`config.mk`:
```
export PLATFORM = sky130hd
export DESIGN_NAME = target_input_conditioner
export DESIGN_NICKNAME = d
export VERILOG_FILES = /design/src/design/target_input_conditioner_pkg.sv /design/src/design/target_input_conditioner.sv
export VERILOG_INCLUDE_DIRS = /design/src /design/src/design
export SDC_FILE = /design/constraint.sdc
export NUM_CORES = 2
export LEC_CHECK = 0
export BUFFER_PORTS_ARGS = -buffer_cell sky130_fd_sc_hd__buf_2
export CAP_MARGIN = 20
export CORE_ASPECT_RATIO = 1.2
export CORE_MARGIN = 2
export CORE_UTILIZATION = 27
export CTS_CLUSTER_SIZE = 30
export DETAILED_ROUTE_END_ITERATION = 10
export PLACE_DENSITY_LB_ADDON = 0.15
export SLEW_MARGIN = 25
export SYNTH_ARGS = -nofsm -noshare
export SYNTH_HDL_FRONTEND = slang
export SYNTH_SLANG_ARGS = --single-unit
```
`constraint.sdc`:
```
create_clock -name sys_clk_i -period 11.22 [get_ports sys_clk_i]
set_input_delay 0.561 -clock sys_clk_i [delete_from_list [all_inputs] [get_ports sys_clk_i]]
set_output_delay 0.561 -clock sys_clk_i [all_outputs]
set_load 0.03 [all_outputs]
```
`src/design/target_input_conditioner_cfg.svh`:
```
// Offsets, fields, reset values and timing counts of the input conditioner.
// Assumes a 250 MHz system clock and word-aligned byte addresses.
`ifndef TARGET_INPUT_CONDITIONER_CFG_SVH
`define TARGET_INPUT_CONDITIONER_CFG_SVH
// ----------------------------------------
// Register offsets
// ----------------------------------------
`define ADDR_CTRL    8'h00
`define ADDR_PERIOD  8'h04
`define ADDR_INRANGE 8'h08
`define ADDR_NEUTRAL 8'h0C
`define ADDR_ABS     8'h10
`define ADDR_TGT     8'h14
`define ADDR_NTGT    8'h18
`define ADDR_VALUES  8'h1C
`define ADDR_FLAGS   8'h20
`define NUM_CFG      7
// ----------------------------------------
// Reset values
// ----------------------------------------
`define RST_CTRL    32'h0000_0000
`define RST_PERIOD  32'h0000_0001
`define RST_RANGE   32'h0FFF_0000
`define RST_NEUTRAL 32'h0800_0800
`define RST_NTGT    32'h0000_0800
// ----------------------------------------
// Fields
// ----------------------------------------
`define MODE_SERIAL 2'h0
`define MODE_ANALOG 2'h1
`define MODE_PULSE  2'h2
`define FLAG_OVERRUN 3
`define FULL_FRAC   13'h1000
// ----------------------------------------
// Timing
// ----------------------------------------
`define CLK_MHZ       250
`define TICK_ADD      3
`define TICK_WRAP     (2 * `CLK_MHZ)
`define PULSE_MIN_US  400
`define PULSE_MAX_US  2600
`define PULSE_MIN_TK  (`PULSE_MIN_US * `TICK_ADD / 2)
`define PULSE_MAX_TK  (`PULSE_MAX_US * `TICK_ADD / 2)
`define GOOD_PULSES   4
`define STALE_MS      120
`define STALE_CYCLES  (`STALE_MS * `CLK_MHZ * 1000)
`define MS_CYCLES     (`CLK_MHZ * 1000)
`define PROBE_US      150
`define PROBE_CYCLES  (`PROBE_US * `CLK_MHZ)
`define ADC_TO_RAW    2
`endif

```
`src/design/target_input_conditioner_pkg.sv`:
```
// Types shared by the input conditioner and its users.
// Assumes the serial framing is decoded outside this block.
package target_input_conditioner_pkg;
  typedef struct packed {
    logic        valid;
    logic [6:0]  unit;
    logic [11:0] target;
    logic        has_crc;
    logic        crc_ok;
  } serial_cmd_t;
  typedef enum logic [3:0] {
    S_IDLE = 4'b0001,
    S_DIV  = 4'b0010,
    S_POW  = 4'b0100,
    S_OUT  = 4'b1000
  } scale_state_t;
endpackage : target_input_conditioner_pkg

```
`src/design/target_input_conditioner.sv`:
```
// Input front end: derives a 0..4095 target from serial, analog or pulse input.
// Assumes synchronous inputs, a decoded serial command and a 10-bit ADC stream.
//
// Behaviour
// - Serial mode takes target only from accepted serial commands.
// - Analog conversion is linear, 0 V gives 0, full scale gives 4092.
// - Pulse mode raw input is high time in two-thirds microsecond ticks.
// - Pulses outside 400..2600 us are invalid; source sends 10..150 Hz.
// - Pulse raw updates only after four consecutive valid pulses.
// - Stale-pulse error when over 120 ms pass without update.
// - Raw between minimum and maximum maps onto target endpoints.
// - Raw within neutral bounds maps to neutral target, forming a dead band.
// - Out-of-range error when raw lies outside absolute limits, in analog and pulse modes only.
// - Inversion swaps the positive and negative directions.
// - Linear by default; higher degree flattens the curve near neutral.
// - Analog mode averages a configurable number of samples per period.
// - Period overrun flag when sampling outlasts the control period.
// - Disconnect probe drives aux low, nonzero reading gives range error.
// - Serial timeout error after configured time; zero disables it.
// - With checksum enabled every command must carry a good CRC byte.
// - A configurable unit number selects this unit on a shared line.
// - Each probe holds aux low about 150 us once per period.
// - Raw input and target are unsigned 0..4095.
`timescale 1ns/1ns
`default_nettype none
`include "target_input_conditioner_cfg.svh"
module target_input_conditioner #(
  parameter int MS_CYC    = `MS_CYCLES,
  parameter int STALE_CYC = `STALE_CYCLES,
  parameter int PROBE_CYC = `PROBE_CYCLES
) (
  input  wire logic                                       sys_clk_i,
  input  wire logic                                       rst_n_i,
  input  wire logic [7:0]                                 addr_i,
  input  wire logic [31:0]                                wdata_i,
  input  wire logic                                       wr_i,
  input  wire logic                                       rd_i,
  output logic      [31:0]                                rdata_o,
  input  wire target_input_conditioner_pkg::serial_cmd_t  cmd_i,
  input  wire logic                                       adc_valid_i,
  input  wire logic [9:0]                                 adc_data_i,
  input  wire logic                                       rx_pin_i,
  output logic                                            aux_o,
  output logic                                            aux_oe_o,
  output logic      [11:0]                                target_o,
  output logic                                            stale_err_o,
  output logic                                            range_err_o,
  output logic                                            serial_to_err_o,
  output logic                                            period_overrun_flag_o
);
  // ----------------------------------------
  // Configuration registers
  // ----------------------------------------
  logic [31:0] cfg_reg [`NUM_CFG];
  logic [1:0]  mode;
  logic [6:0]  unit;
  logic [1:0]  degree;
  logic [7:0]  period_ms;
  logic [2:0]  samp_log2;
  logic [11:0] in_min, in_max, n_min, n_max, a_min, a_max, t_min, t_max, n_tgt;
  logic [15:0] timeout_ms;
  assign mode       = cfg_reg[0][1:0];
  assign degree     = cfg_reg[0][6:5];
  assign unit       = cfg_reg[0][14:8];
  assign period_ms  = cfg_reg[1][7:0];
  assign samp_log2  = cfg_reg[1][10:8];
  assign in_min     = cfg_reg[2][11:0];
  assign in_max     = cfg_reg[2][27:16];
  assign n_min      = cfg_reg[3][11:0];
  assign n_max      = cfg_reg[3][27:16];
  assign a_min      = cfg_reg[4][11:0];
  assign a_max      = cfg_reg[4][27:16];
  assign t_min      = cfg_reg[5][11:0];
  assign t_max      = cfg_reg[5][27:16];
  assign n_tgt      = cfg_reg[6][11:0];
  assign timeout_ms = cfg_reg[6][31:16];

  always_ff @(posedge sys_clk_i or negedge rst_n_i) begin
    if (!rst_n_i) begin
      cfg_reg[0] <= `RST_CTRL;
      cfg_reg[1] <= `RST_PERIOD;
      cfg_reg[2] <= `RST_RANGE;
      cfg_reg[3] <= `RST_NEUTRAL;
      cfg_reg[4] <= `RST_RANGE;
      cfg_reg[5] <= `RST_RANGE;
      cfg_reg[6] <= `RST_NTGT;
    end else if (wr_i && addr_i < `ADDR_VALUES && addr_i[1:0] == 2'h0) begin
      cfg_reg[addr_i[4:2]] <= wdata_i;
    end
  end

  // ----------------------------------------
  // Millisecond and control period timing
  // ----------------------------------------
  logic [17:0] ms_cnt_reg;
  logic [7:0]  per_cnt_reg;
  logic        ms_tick, period_tick;
  assign ms_tick     = (ms_cnt_reg == 18'(MS_CYC - 1));
  assign period_tick = ms_tick && (per_cnt_reg + 8'h01 >= period_ms);
  always_ff @(posedge sys_clk_i or negedge rst_n_i) begin
    if (!rst_n_i) begin
      ms_cnt_reg  <= 18'h0;
      per_cnt_reg <= 8'h0;
    end else begin
      ms_cnt_reg <= ms_tick ? 18'h0 : ms_cnt_reg + 18'h1;
      if (period_tick) per_cnt_reg <= 8'h0;
      else if (ms_tick) per_cnt_reg <= per_cnt_reg + 8'h01;
    end
  end

  // ----------------------------------------
  // Serial commands and timeout
  // ----------------------------------------
  logic        cmd_ok;
  logic [15:0] to_ms_reg;
  assign cmd_ok = cmd_i.valid && cmd_i.unit == unit && mode == `MODE_SERIAL
                  && (!cfg_reg[0][3] || (cmd_i.has_crc && cmd_i.crc_ok));
  always_ff @(posedge sys_clk_i or negedge rst_n_i) begin
    if (!rst_n_i) begin
      to_ms_reg       <= 16'h0;
      serial_to_err_o <= 1'b0;
    end else begin
      if (cmd_ok) to_ms_reg <= 16'h0;
      else if (ms_tick && to_ms_reg != 16'hFFFF) to_ms_reg <= to_ms_reg + 16'h1;
      if (period_tick) serial_to_err_o <= timeout_ms != 16'h0 && to_ms_reg >= timeout_ms;
    end
  end

  // ----------------------------------------
  // Pulse width measurement
  // ----------------------------------------
  logic        rx_q_reg, pulse_up;
  logic [8:0]  tick_acc_reg;
  logic [12:0] hi_tk_reg;
  logic [2:0]  good_reg;
  logic [11:0] pulse_raw;
  logic [31:0] stale_reg;
  logic        pulse_ok;
  assign pulse_ok = hi_tk_reg >= 13'(`PULSE_MIN_TK) && hi_tk_reg <= 13'(`PULSE_MAX_TK);
  assign pulse_up = rx_q_reg && !rx_pin_i && pulse_ok && good_reg >= 3'(`GOOD_PULSES - 1);
  assign pulse_raw = hi_tk_reg[11:0];
  always_ff @(posedge sys_clk_i or negedge rst_n_i) begin
    if (!rst_n_i) begin
      rx_q_reg     <= 1'b0;
      tick_acc_reg <= 9'h0;
      hi_tk_reg    <= 13'h0;
      good_reg     <= 3'h0;
      stale_reg    <= 32'h0;
      stale_err_o  <= 1'b0;
    end else begin
      rx_q_reg <= rx_pin_i;
      if (rx_pin_i && !rx_q_reg) begin
        tick_acc_reg <= 9'h0;
        hi_tk_reg    <= 13'h0;
      end else if (rx_pin_i) begin
        if (tick_acc_reg + 9'(`TICK_ADD) >= 9'(`TICK_WRAP)) begin
          tick_acc_reg <= tick_acc_reg + 9'(`TICK_ADD) - 9'(`TICK_WRAP);
          if (hi_tk_reg != 13'h1FFF) hi_tk_reg <= hi_tk_reg + 13'h1;
        end else begin
          tick_acc_reg <= tick_acc_reg + 9'(`TICK_ADD);
        end
      end
      if (rx_q_reg && !rx_pin_i) begin
        if (!pulse_ok) good_reg <= 3'h0;
        else if (good_reg < 3'(`GOOD_PULSES)) good_reg <= good_reg + 3'h1;
      end
      if (pulse_up || mode != `MODE_PULSE) stale_reg <= 32'h0;
      else if (stale_reg <= 32'(STALE_CYC)) stale_reg <= stale_reg + 32'h1;
      stale_err_o <= mode == `MODE_PULSE && stale_reg > 32'(STALE_CYC);
    end
  end

  // ----------------------------------------
  // Analog averaging and disconnect probe
  // ----------------------------------------
  logic [17:0] sum_reg;
  logic [7:0]  samp_reg;
  logic        done_reg, probing, probe_bad_reg, probe_err_reg, ana_up;
  logic [15:0] probe_cnt_reg;
  logic [17:0] sum_next;
  logic [11:0] ana_raw;
  assign probing  = probe_cnt_reg != 16'h0;
  assign sum_next = sum_reg + {8'h0, adc_data_i};
  assign ana_up   = adc_valid_i && !probing && !done_reg && mode == `MODE_ANALOG
                    && samp_reg + 8'h01 == 8'(1 << samp_log2);
  assign ana_raw  = {10'(sum_next >> samp_log2), 2'h0};
  always_ff @(posedge sys_clk_i or negedge rst_n_i) begin
    if (!rst_n_i) begin
      sum_reg       <= 18'h0;
      samp_reg      <= 8'h0;
      done_reg      <= 1'b0;
      probe_cnt_reg <= 16'h0;
      probe_bad_reg <= 1'b0;
      probe_err_reg <= 1'b0;
      aux_o         <= 1'b1;
      aux_oe_o      <= 1'b0;
    end else begin
      aux_oe_o <= 1'b1;
      if (period_tick) begin
        sum_reg  <= 18'h0;
        samp_reg <= 8'h0;
        done_reg <= 1'b0;
        probe_bad_reg <= 1'b0;
        if (mode == `MODE_ANALOG && cfg_reg[0][4]) probe_cnt_reg <= 16'(PROBE_CYC);
      end else begin
        if (probing) probe_cnt_reg <= probe_cnt_reg - 16'h1;
        if (probing && adc_valid_i) probe_bad_reg <= adc_data_i != 10'h0;
        if (probe_cnt_reg == 16'h1) probe_err_reg <= probe_bad_reg;
        if (adc_valid_i && !probing && !done_reg) begin
          sum_reg  <= sum_next;
          samp_reg <= samp_reg + 8'h01;
          if (ana_up) done_reg <= 1'b1;
        end
      end
      if (mode != `MODE_ANALOG || !cfg_reg[0][4]) probe_err_reg <= 1'b0;
      aux_o <= !(probing && !period_tick && probe_cnt_reg != 16'h1);
    end
  end

  // Overrun: set wins over a software clear in the same cycle
  always_ff @(posedge sys_clk_i or negedge rst_n_i) begin
    if (!rst_n_i) period_overrun_flag_o <= 1'b0;
    else if (period_tick && mode == `MODE_ANALOG && !done_reg) period_overrun_flag_o <= 1'b1;
    else if (wr_i && addr_i == `ADDR_FLAGS && wdata_i[`FLAG_OVERRUN]) period_overrun_flag_o <= 1'b0;
  end

  // ----------------------------------------
  // Raw input and range check
  // ----------------------------------------
  logic [11:0] raw_reg;
  always_ff @(posedge sys_clk_i or negedge rst_n_i) begin
    if (!rst_n_i) begin
      raw_reg     <= 12'h0;
      range_err_o <= 1'b0;
    end else begin
      if (cmd_ok) raw_reg <= cmd_i.target;
      else if (ana_up) raw_reg <= ana_raw;
      else if (pulse_up && mode == `MODE_PULSE) raw_reg <= pulse_raw;
      range_err_o <= probe_err_reg || (mode != `MODE_SERIAL
                     && (raw_reg < a_min || raw_reg > a_max));
    end
  end

  // ----------------------------------------
  // Scaling engine, once per period
  // ----------------------------------------
  target_input_conditioner_pkg::scale_state_t st_reg;
  logic        hi_reg;
  logic [3:0]  step_reg;
  logic [12:0] rem_reg, den_reg, q_reg, lin_reg;
  logic [1:0]  pow_reg;
  logic [11:0] num, den;
  logic [13:0] rem2;
  logic [25:0] sq;
  logic signed [13:0] span;
  logic signed [27:0] prod;
  assign num  = raw_reg > n_max ? raw_reg - n_max : n_min - raw_reg;
  assign den  = raw_reg > n_max ? in_max - n_max : n_min - in_min;
  assign rem2 = {rem_reg, 1'b0};
  assign sq   = q_reg * lin_reg;
  assign span = (hi_reg ^ cfg_reg[0][2]) ? $signed({2'h0, t_max}) - $signed({2'h0, n_tgt})
                                         : $signed({2'h0, t_min}) - $signed({2'h0, n_tgt});
  assign prod = $signed({1'b0, q_reg}) * span;
  always_ff @(posedge sys_clk_i or negedge rst_n_i) begin
    if (!rst_n_i) begin
      st_reg   <= target_input_conditioner_pkg::S_IDLE;
      hi_reg   <= 1'b0;
      step_reg <= 4'h0;
      rem_reg  <= 13'h0;
      den_reg  <= 13'h0;
      q_reg    <= 13'h0;
      lin_reg  <= 13'h0;
      pow_reg  <= 2'h0;
      target_o <= 12'h0;
    end else begin
      case (st_reg)
        target_input_conditioner_pkg::S_IDLE: begin
          if (cmd_ok) target_o <= cmd_i.target;
          else if (period_tick && mode != `MODE_SERIAL) begin
            hi_reg <= raw_reg > n_max;
            pow_reg <= degree > 2'h1 ? degree - 2'h1 : 2'h0;
            if (raw_reg <= n_max && raw_reg >= n_min) target_o <= n_tgt;
            else if (num >= den) begin
              q_reg  <= `FULL_FRAC;
              st_reg <= target_input_conditioner_pkg::S_POW;
            end else begin
              rem_reg  <= {1'b0, num};
              den_reg  <= {1'b0, den};
              q_reg    <= 13'h0;
              step_reg <= 4'hC;
              st_reg   <= target_input_conditioner_pkg::S_DIV;
            end
          end
        end
        target_input_conditioner_pkg::S_DIV: begin
          if (rem2 >= {1'b0, den_reg}) begin
            rem_reg <= 13'(rem2 - {1'b0, den_reg});
            q_reg   <= {q_reg[11:0], 1'b1};
          end else begin
            rem_reg <= rem2[12:0];
            q_reg   <= {q_reg[11:0], 1'b0};
          end
          step_reg <= step_reg - 4'h1;
          if (step_reg == 4'h1) st_reg <= target_input_conditioner_pkg::S_POW;
        end
        target_input_conditioner_pkg::S_POW: begin
          if (lin_reg != q_reg && pow_reg == (degree > 2'h1 ? degree - 2'h1 : 2'h0)) begin
            lin_reg <= q_reg;
          end else if (pow_reg != 2'h0) begin
            q_reg   <= sq[24:12];
            pow_reg <= pow_reg - 2'h1;
          end else begin
            st_reg <= target_input_conditioner_pkg::S_OUT;
          end
        end
        target_input_conditioner_pkg::S_OUT: begin
          target_o <= 12'($signed({2'h0, n_tgt}) + 14'(prod >>> 12));
          st_reg   <= target_input_conditioner_pkg::S_IDLE;
        end
        default: st_reg <= target_input_conditioner_pkg::S_IDLE;
      endcase
    end
  end

  // ----------------------------------------
  // Register read port
  // ----------------------------------------
  always_ff @(posedge sys_clk_i or negedge rst_n_i) begin
    if (!rst_n_i) rdata_o <= 32'h0;
    else if (!rd_i || addr_i[1:0] != 2'h0) rdata_o <= 32'h0;
    else if (addr_i < `ADDR_VALUES) rdata_o <= cfg_reg[addr_i[4:2]];
    else if (addr_i == `ADDR_VALUES) rdata_o <= {4'h0, target_o, 4'h0, raw_reg};
    else if (addr_i == `ADDR_FLAGS) rdata_o <= {28'h0, period_overrun_flag_o,
                                                serial_to_err_o, range_err_o, stale_err_o};
    else rdata_o <= 32'h0;
  end
endmodule : target_input_conditioner
`default_nettype wire

```
# Word-level counts from Yosys, hierarchy flattened
# Index checks and enable logic that the tools add are counted.
[word_totals] register_bits=493 input_bits=78 output_inout_bits=50 elab_cells=294
[op_classes] n_addsub=22 n_mul=2 magnitude_cmp=20 eq_ne=33 shift=2 mux=86 bitwise=5 reduce_logical=86
[op_table] operator="$bwmux W224" n=1
[op_table] operator="$mux W32" n=7
[op_table] operator="$mux W13" n=15
[op_table] operator="$bmux W32 S3" n=1
[op_table] operator="$demux W32 S3" n=1
[op_table] operator="$mux W12" n=8
[op_table] operator="$mux W16" n=5
[op_table] operator="$mux W18" n=3
[op_table] operator="$sub A12 B12 Y12" n=4
[op_table] operator="$mux W4" n=11
[op_table] operator="$pmux W13 S3" n=1
[op_table] operator="$reduce_bool A2 Y1" n=18
[op_table] operator="$logic_and A1 B1 Y1" n=33
[op_table] operator="$add A32 B1 Y32 const B" n=1
[op_table] operator="$gt A32 B25 Y1 const B" n=1
[op_table] operator="$le A32 B25 Y1 const B" n=1
[op_table] operator="$mux W8" n=4
[op_table] operator="$reduce_bool A16 Y1" n=2
[op_table] operator="$mux W28" n=1
[op_table] operator="$mux W9" n=3
[op_table] operator="$pmux W13 S2" n=1
[op_table] operator="$sub A12 B12 Y13" n=2
[op_table] operator="$mul A13 B13 Y25" n=1
[op_table] operator="$ge A12 B12 Y1" n=2
[op_table] operator="other kinds (71)" n=129

# Logic depth before layout (Yosys ltp)
[logic_depth] ltp_word=9 mapped_depth=44 ltp_nobuf=42

# Least setup slack after synthesis
# OpenSTA, ideal clock, no wires.
[synth_path] path_type="register to register" from="reg hi_reg" to="reg target_o[11]" arrival_ns=9.467 required_time_ns=11.097 path_slack_ns=1.630 path_stages_with_launch=39 n_path_buf=2 synth_period_minus_slack_ns=9.590 cell_sequence="dfrtp_1 -> xnor2_1 -> clkbuf_1 -> mux2i_1 -> ha_1 -> inv_1 -> fa_1 -> a211o_1 -> o211ai_1 -> a21oi_1 -> a221o_1 -> nor2_1 -> clkbuf_1 -> nand2_1 -> fa_1 -> fa_1 -> inv_1 -> fa_1 -> [... 3 more ...] -> fa_1 -> inv_1 -> ha_1 -> nand2_1 -> a21oi_1 -> o211ai_1 -> o221ai_1 -> nor4_1 -> a21oi_1 -> xor2_1 -> ha_1 -> a21oi_1 -> o21ai_0 -> a21o_1 -> a21oi_1 -> o21ai_0 -> xnor3_1 -> o221a_2"
[synth_via] elab_chain_cells=5
[synth_lines] item="from (decl)" line="target_input_conditioner.sv:248" rtl="logic hi_reg;"
[synth_lines] item="from (signal assigned)" line="target_input_conditioner.sv:280" rtl="hi_reg <= raw_reg > n_max;"
[synth_lines] item="$xor A1 B1 Y1" line="target_input_conditioner.sv:261" rtl="assign span = (hi_reg ^ cfg_reg[0][2]) ? $signed({2'h0, t_max}) - $signed({2'h0, n_tgt})"
[synth_lines] item="$mux W14" line="target_input_conditioner.sv:261"
[synth_lines] item="$mul A14 B14 Y24" line="target_input_conditioner.sv:263" rtl="assign prod = $signed({1'b0, q_reg}) * span;"
[synth_lines] item="$add A12 B12 Y12" line="target_input_conditioner.sv:317" rtl="target_o <= 12'($signed({2'h0, n_tgt}) + 14'(prod >>> 12));"
[synth_lines] item="$pmux W12 S2" line="target_input_conditioner.sv:276" rtl="case (st_reg)"
[synth_lines] item="to (signal assigned)" line="target_input_conditioner.sv:278" rtl="if (cmd_ok) target_o <= cmd_i.target;"
[synth_lines] item="to (signal assigned)" line="target_input_conditioner.sv:282" rtl="if (raw_reg <= n_max && raw_reg >= n_min) target_o <= n_tgt;"
[synth_lines] item="to (signal assigned)" line="target_input_conditioner.sv:317"
[synth_lines] item="to (decl)" line="target_input_conditioner.sv:45" rtl="output logic [11:0] target_o,"
# Every way passes these cells.
# A chain may end at the register's enable or synchronous reset.

# Final worst setup path
# Ends and elaborated chain as after synthesis.

==> results.txt <==
----------------------------------------------------
[Placement]
  DPL Wire Length ... approximately 100000 µm
  Final estimated routing congestion in global placement ... approximately 0.86
  Buffers on Ports ... about 130
  Pre-CTS setup slack ... between 1 and 1.5 ns

[Global route]
  Total Routing Usage GR ... 17.9%
  GRT overflow ... 0
  Antenna violations before repair ... 5
  Pin count of the biggest net entering global routing ... 98
  Via count of the first global-routing pass ... about 32k
  Wire length of the first global-routing pass ... around 210000 µm

[Floorplanning]
  Area enclosed by the die boundary ... between 150000 and 200000 µm²
  Starting density of the core ... roughly 27%
  FP Rows ... 154
  I/O pin total ... 128
  Core outline area ... 147000 µm²
  Die boundary height ... 425 µm
  Die width ... roughly 360 µm

[Worst setup path]
  R2R Setup Slk ... just over 1 ns
  Critical Path Fanout Max ... 15
  Maximum single-stage delay on the critical path ... about 0.55 ns
  Worst setup SP type ... flip-flop
  Critical path data required time ... approximately 12 ns
  Arr. time, crit path ... about 11 ns
  Worst r2r path cells ... 36
  Worst Path Class, Setup ... flip-flop to flip-flop
  Beginning of the worst register-to-register path ... hi_reg
  Launch point of the critical path ... hi_reg
  Destination of the worst register-to-register timing path ... target_o[11]
  Top cell by count, worst path ... fa_1
  Critical path endpoint category ... flip-flop
  Max stage delay cell, worst path ... fa_1

[Detailed routing]
  Number of nets with antenna violations after detailed routing ... 0
  Vias per cell ... 4.86
  Wire per inst ... ~21 µm
  Number of detailed-routing iterations run before antenna repair ... 5
  Total Routed Length ... around 140000 µm
  1st-iter DRT viols ... 1649
  Post-detailed-route DRC marker count ... 0
  Via total after detailed routing ... approximately 31k

[STA]
  Clock skew ... 0.0760 ns
  F_max ... 0.0982 GHz
  Final critical delay including setup and external delays ... just over 10 ns
  Number of hold-slack violations in the final timing report ... 0
  Slew Limit Headroom ... ~37%
  Slew Viols, Final ... 0
  Final worst slack ... 1.04 ns
  Final hold slack ... around 0.15 ns
  Period utilization ... about 91%
  RSZ-0062 raised after global routing ... false
  Setup Viol. Count Final ... 0
  Fin Setup TNS ... 0 ns
  Slew at the pin closest to its max-slew limit ... between 0.9 and 1 ns

[Logic synthesis]
  Ranking of synthesized cells by area ... dfrtp_1 28%, fa_1 13%, ha_1 10%
  Ys flop type ... dfrtp_1
  Syn_area_per_cell ... 9.26 µm²
  Post-synthesis cell area ... roughly 40000 µm²
  Fraction of the yosys area taken by sequential cells ... 31.0%
  Fraction of synthesis flops using an asynchronous set or reset pin ... 100%
  Count of flip-flops with a built-in enable after synthesis ... 0
  Synthesized net count ... slightly below 5k
  Number of distinct library cell variants in the gate-level netlist after synthesis ... 96
  Area share of the leading cell type in the synthesized netlist ... ~28%
  Most area-hungry cell type in the Yosys netlist ... dfrtp_1
  Number of synthesized register bits ... between 400 and 500
  Count of warnings emitted by yosys ... 0
  Gate count of the mapped netlist ... ~4.3k

[Cells and area]
  Growth of design area from synthesis to finish ... 13.1%
  Number of fillers in the final layout ... 15.6k
  Flip-flop count of the largest register after layout ... 200
  Fraction of the core area covered by cells at the end of the flow ... between 30% and 40%
  Layout Nets ... between 5k and 6k
  Share of cells above drive strength 1 ... about 13%
  Commonest cells after routing, fill and taps aside ... 528 x nand2_1, 453 x inv_1, 450 x dfrtp_1
  Most common cell after layout, fill and taps aside ... nand2_1

[CTS]
  Setup fix buffers added after clock tree synthesis ... 0
  Max clock buf depth ... 3
  Clock transition at path regs ... roughly 0.070 ns
  Number of levels in the clock H-tree ... 2
  Number of buffers inserted by hold repair at cts ... 1
  Post-cts sizing count ... 0
  Total clock buffers created by CTS ... a little under 60
  Clock Root Buffer ... clkbuf_16
  Clock tree from TritonCTS ... done
  Number of clock sinks ... 492
  Latest clock arrival within the worst-skew pair ... ~0.71 ns

[Power and ir drop]
  Comb pwr share ... 19.9%
  Clock power share ... 41.9%
  Pwr dens ... about 110 nW/µm²
  Switching share of total power ... about a third
  Sequential group share of total power ... a little under two fifths
  Total leakage power ... around 0.022 µW
  Highest ir drop seen on vdd ... between 0.1 and 0.15 mV
  Internal ... ~3500 µW
  Switching component of the power ... ~1600 µW

[Worst hold path]
  Type of the most critical hold path ... primary input to flip-flop
  Hold-critical path endpoint ... a_max[7]
  Start point of the worst min-delay path ... wdata_i[23]
  Worst hold stages ... 3

[Flow run]
  Max-capacitance violation count ... 0

[Status]
  Outcome ... complete, no violations

----------------------------------------------------
[layout make-up]
class | count | area (µm²) | area share, %
Antenna cell | 2 | 5.00 | 0.0111
Clock inverter | 29 | 484 | 1.07
Inverter | 456 | 1710 | 3.79
Multi-Input combinational cell | 3168 | 25200 | 55.8
Sequential cell | 492 | 12400 | 27.4
Timing Repair Buffer | 215 | 1320 | 2.91
Clock buffer | 79 | 1620 | 3.59
Tap cell | 1950 | 2440 | 5.40
[how the worst max path moves through the flow]
stage / endpoint / cells past startpoint / slack, ns
6_report: target_o[11] / 36 / 1.04
5_1_grt: target_o[11] / 36 / 0.37
4_1_cts: target_o[11] / 36 / 1.03
3_5_place_dp: target_o[11] / 37 / 1.14
3_3_place_gp: target_o[11] / 37 / 1.22
2_1_floorplan: target_o[11] / 38 / 1.63
[cell families (layout without fill, tap and decap cells)]
group                      after synthesis  count (layout)  synth area share (%)
and+or+nand+nor                       1259            1259                  14.9
DFF                                    492             492                  31.0
adders and majority gates              582             582                  23.0
muxes                                  257             257                  7.16
buffers and inverters                  654             779                  6.17
xor gates and xnor gates               213             213                  4.71
other                                    1               3               0.00939
AOI/OAI and AO/OA                      856             856                  13.1
[power groups by stage]
| stage | clock (µW) | sequential (µW) | combinational [µW] |
|---|---|---|---|
| finish | 2120 | 1940 | 1010 |
| global route | 2250 | 1940 | 1120 |
| CTS | 2190 | 1940 | 1020 |
| detailed placement | 0 | 1970 | 1010 |
| global placement | 0 | 1970 | 1010 |
| floorplan | 0 | 1950 | 604 |
[through the flow]
stage,total power (µW),instance area [µm²],instances
5_1_grt,5310,45200,6389
3_5_place_dp,2980,43000,6280
6_report,5060,45200,6391
3_3_place_gp,2970,43000,6280
2_1_floorplan,2550,39900,4314
4_1_cts,5150,45100,6389
[Yosys cell counts (all sizes together), types with 7 or more instances]
master and number:
or3 32, a31oi 16, dfstp 42, and2 120, a211oi 20, o2111ai 7
a211o 8, o31ai 8, o21bai 14, fa 255, a221o 7, buf 18
dfrtp 450, ha 327, nand2b 28, a21oi 217, nand3 71, nand2 529
mux2i 54, a21o 49, o211ai 34, xor2 93, a22oi 24, mux2 200
o221ai 10, a21boi 9, inv 454, o21ai 315, o21a 24, a221oi 12
nor2 241, nand4 34, o22ai 32, and3 43, nor4 28, nor3 57
nor2b 38, nand3b 7, clkbuf 180, xnor2 119
[worst max-delay path: cells and delay by family (launching register included)]
family | cells | cell delay [ns]
AOI/OAI and AO/OA | 14 | 3.17
xor gates and xnor gates | 3 | 0.73
adders and majority gates | 10 | 4.43
buffers and inverters | 5 | 0.46
DFF | 1 | 0.39
muxes | 1 | 0.25
and+or+nand+nor | 3 | 0.56
[per-layer routing]
metal | wire length [µm] | GRT usage, % | vias up | share of wire, %
met5 | 64 | 0 | - | 0.047
met1 | 59900 | 23.3 | 15700 | 44
met2 | 67300 | 31.4 | 458 | 50
met4 | 3900 | 4.94 | 10 | 2.9
met3 | 4190 | 1.88 | 154 | 3.1
li1 | - | - | 14700 | -
(Power assumes the default switching activity.)
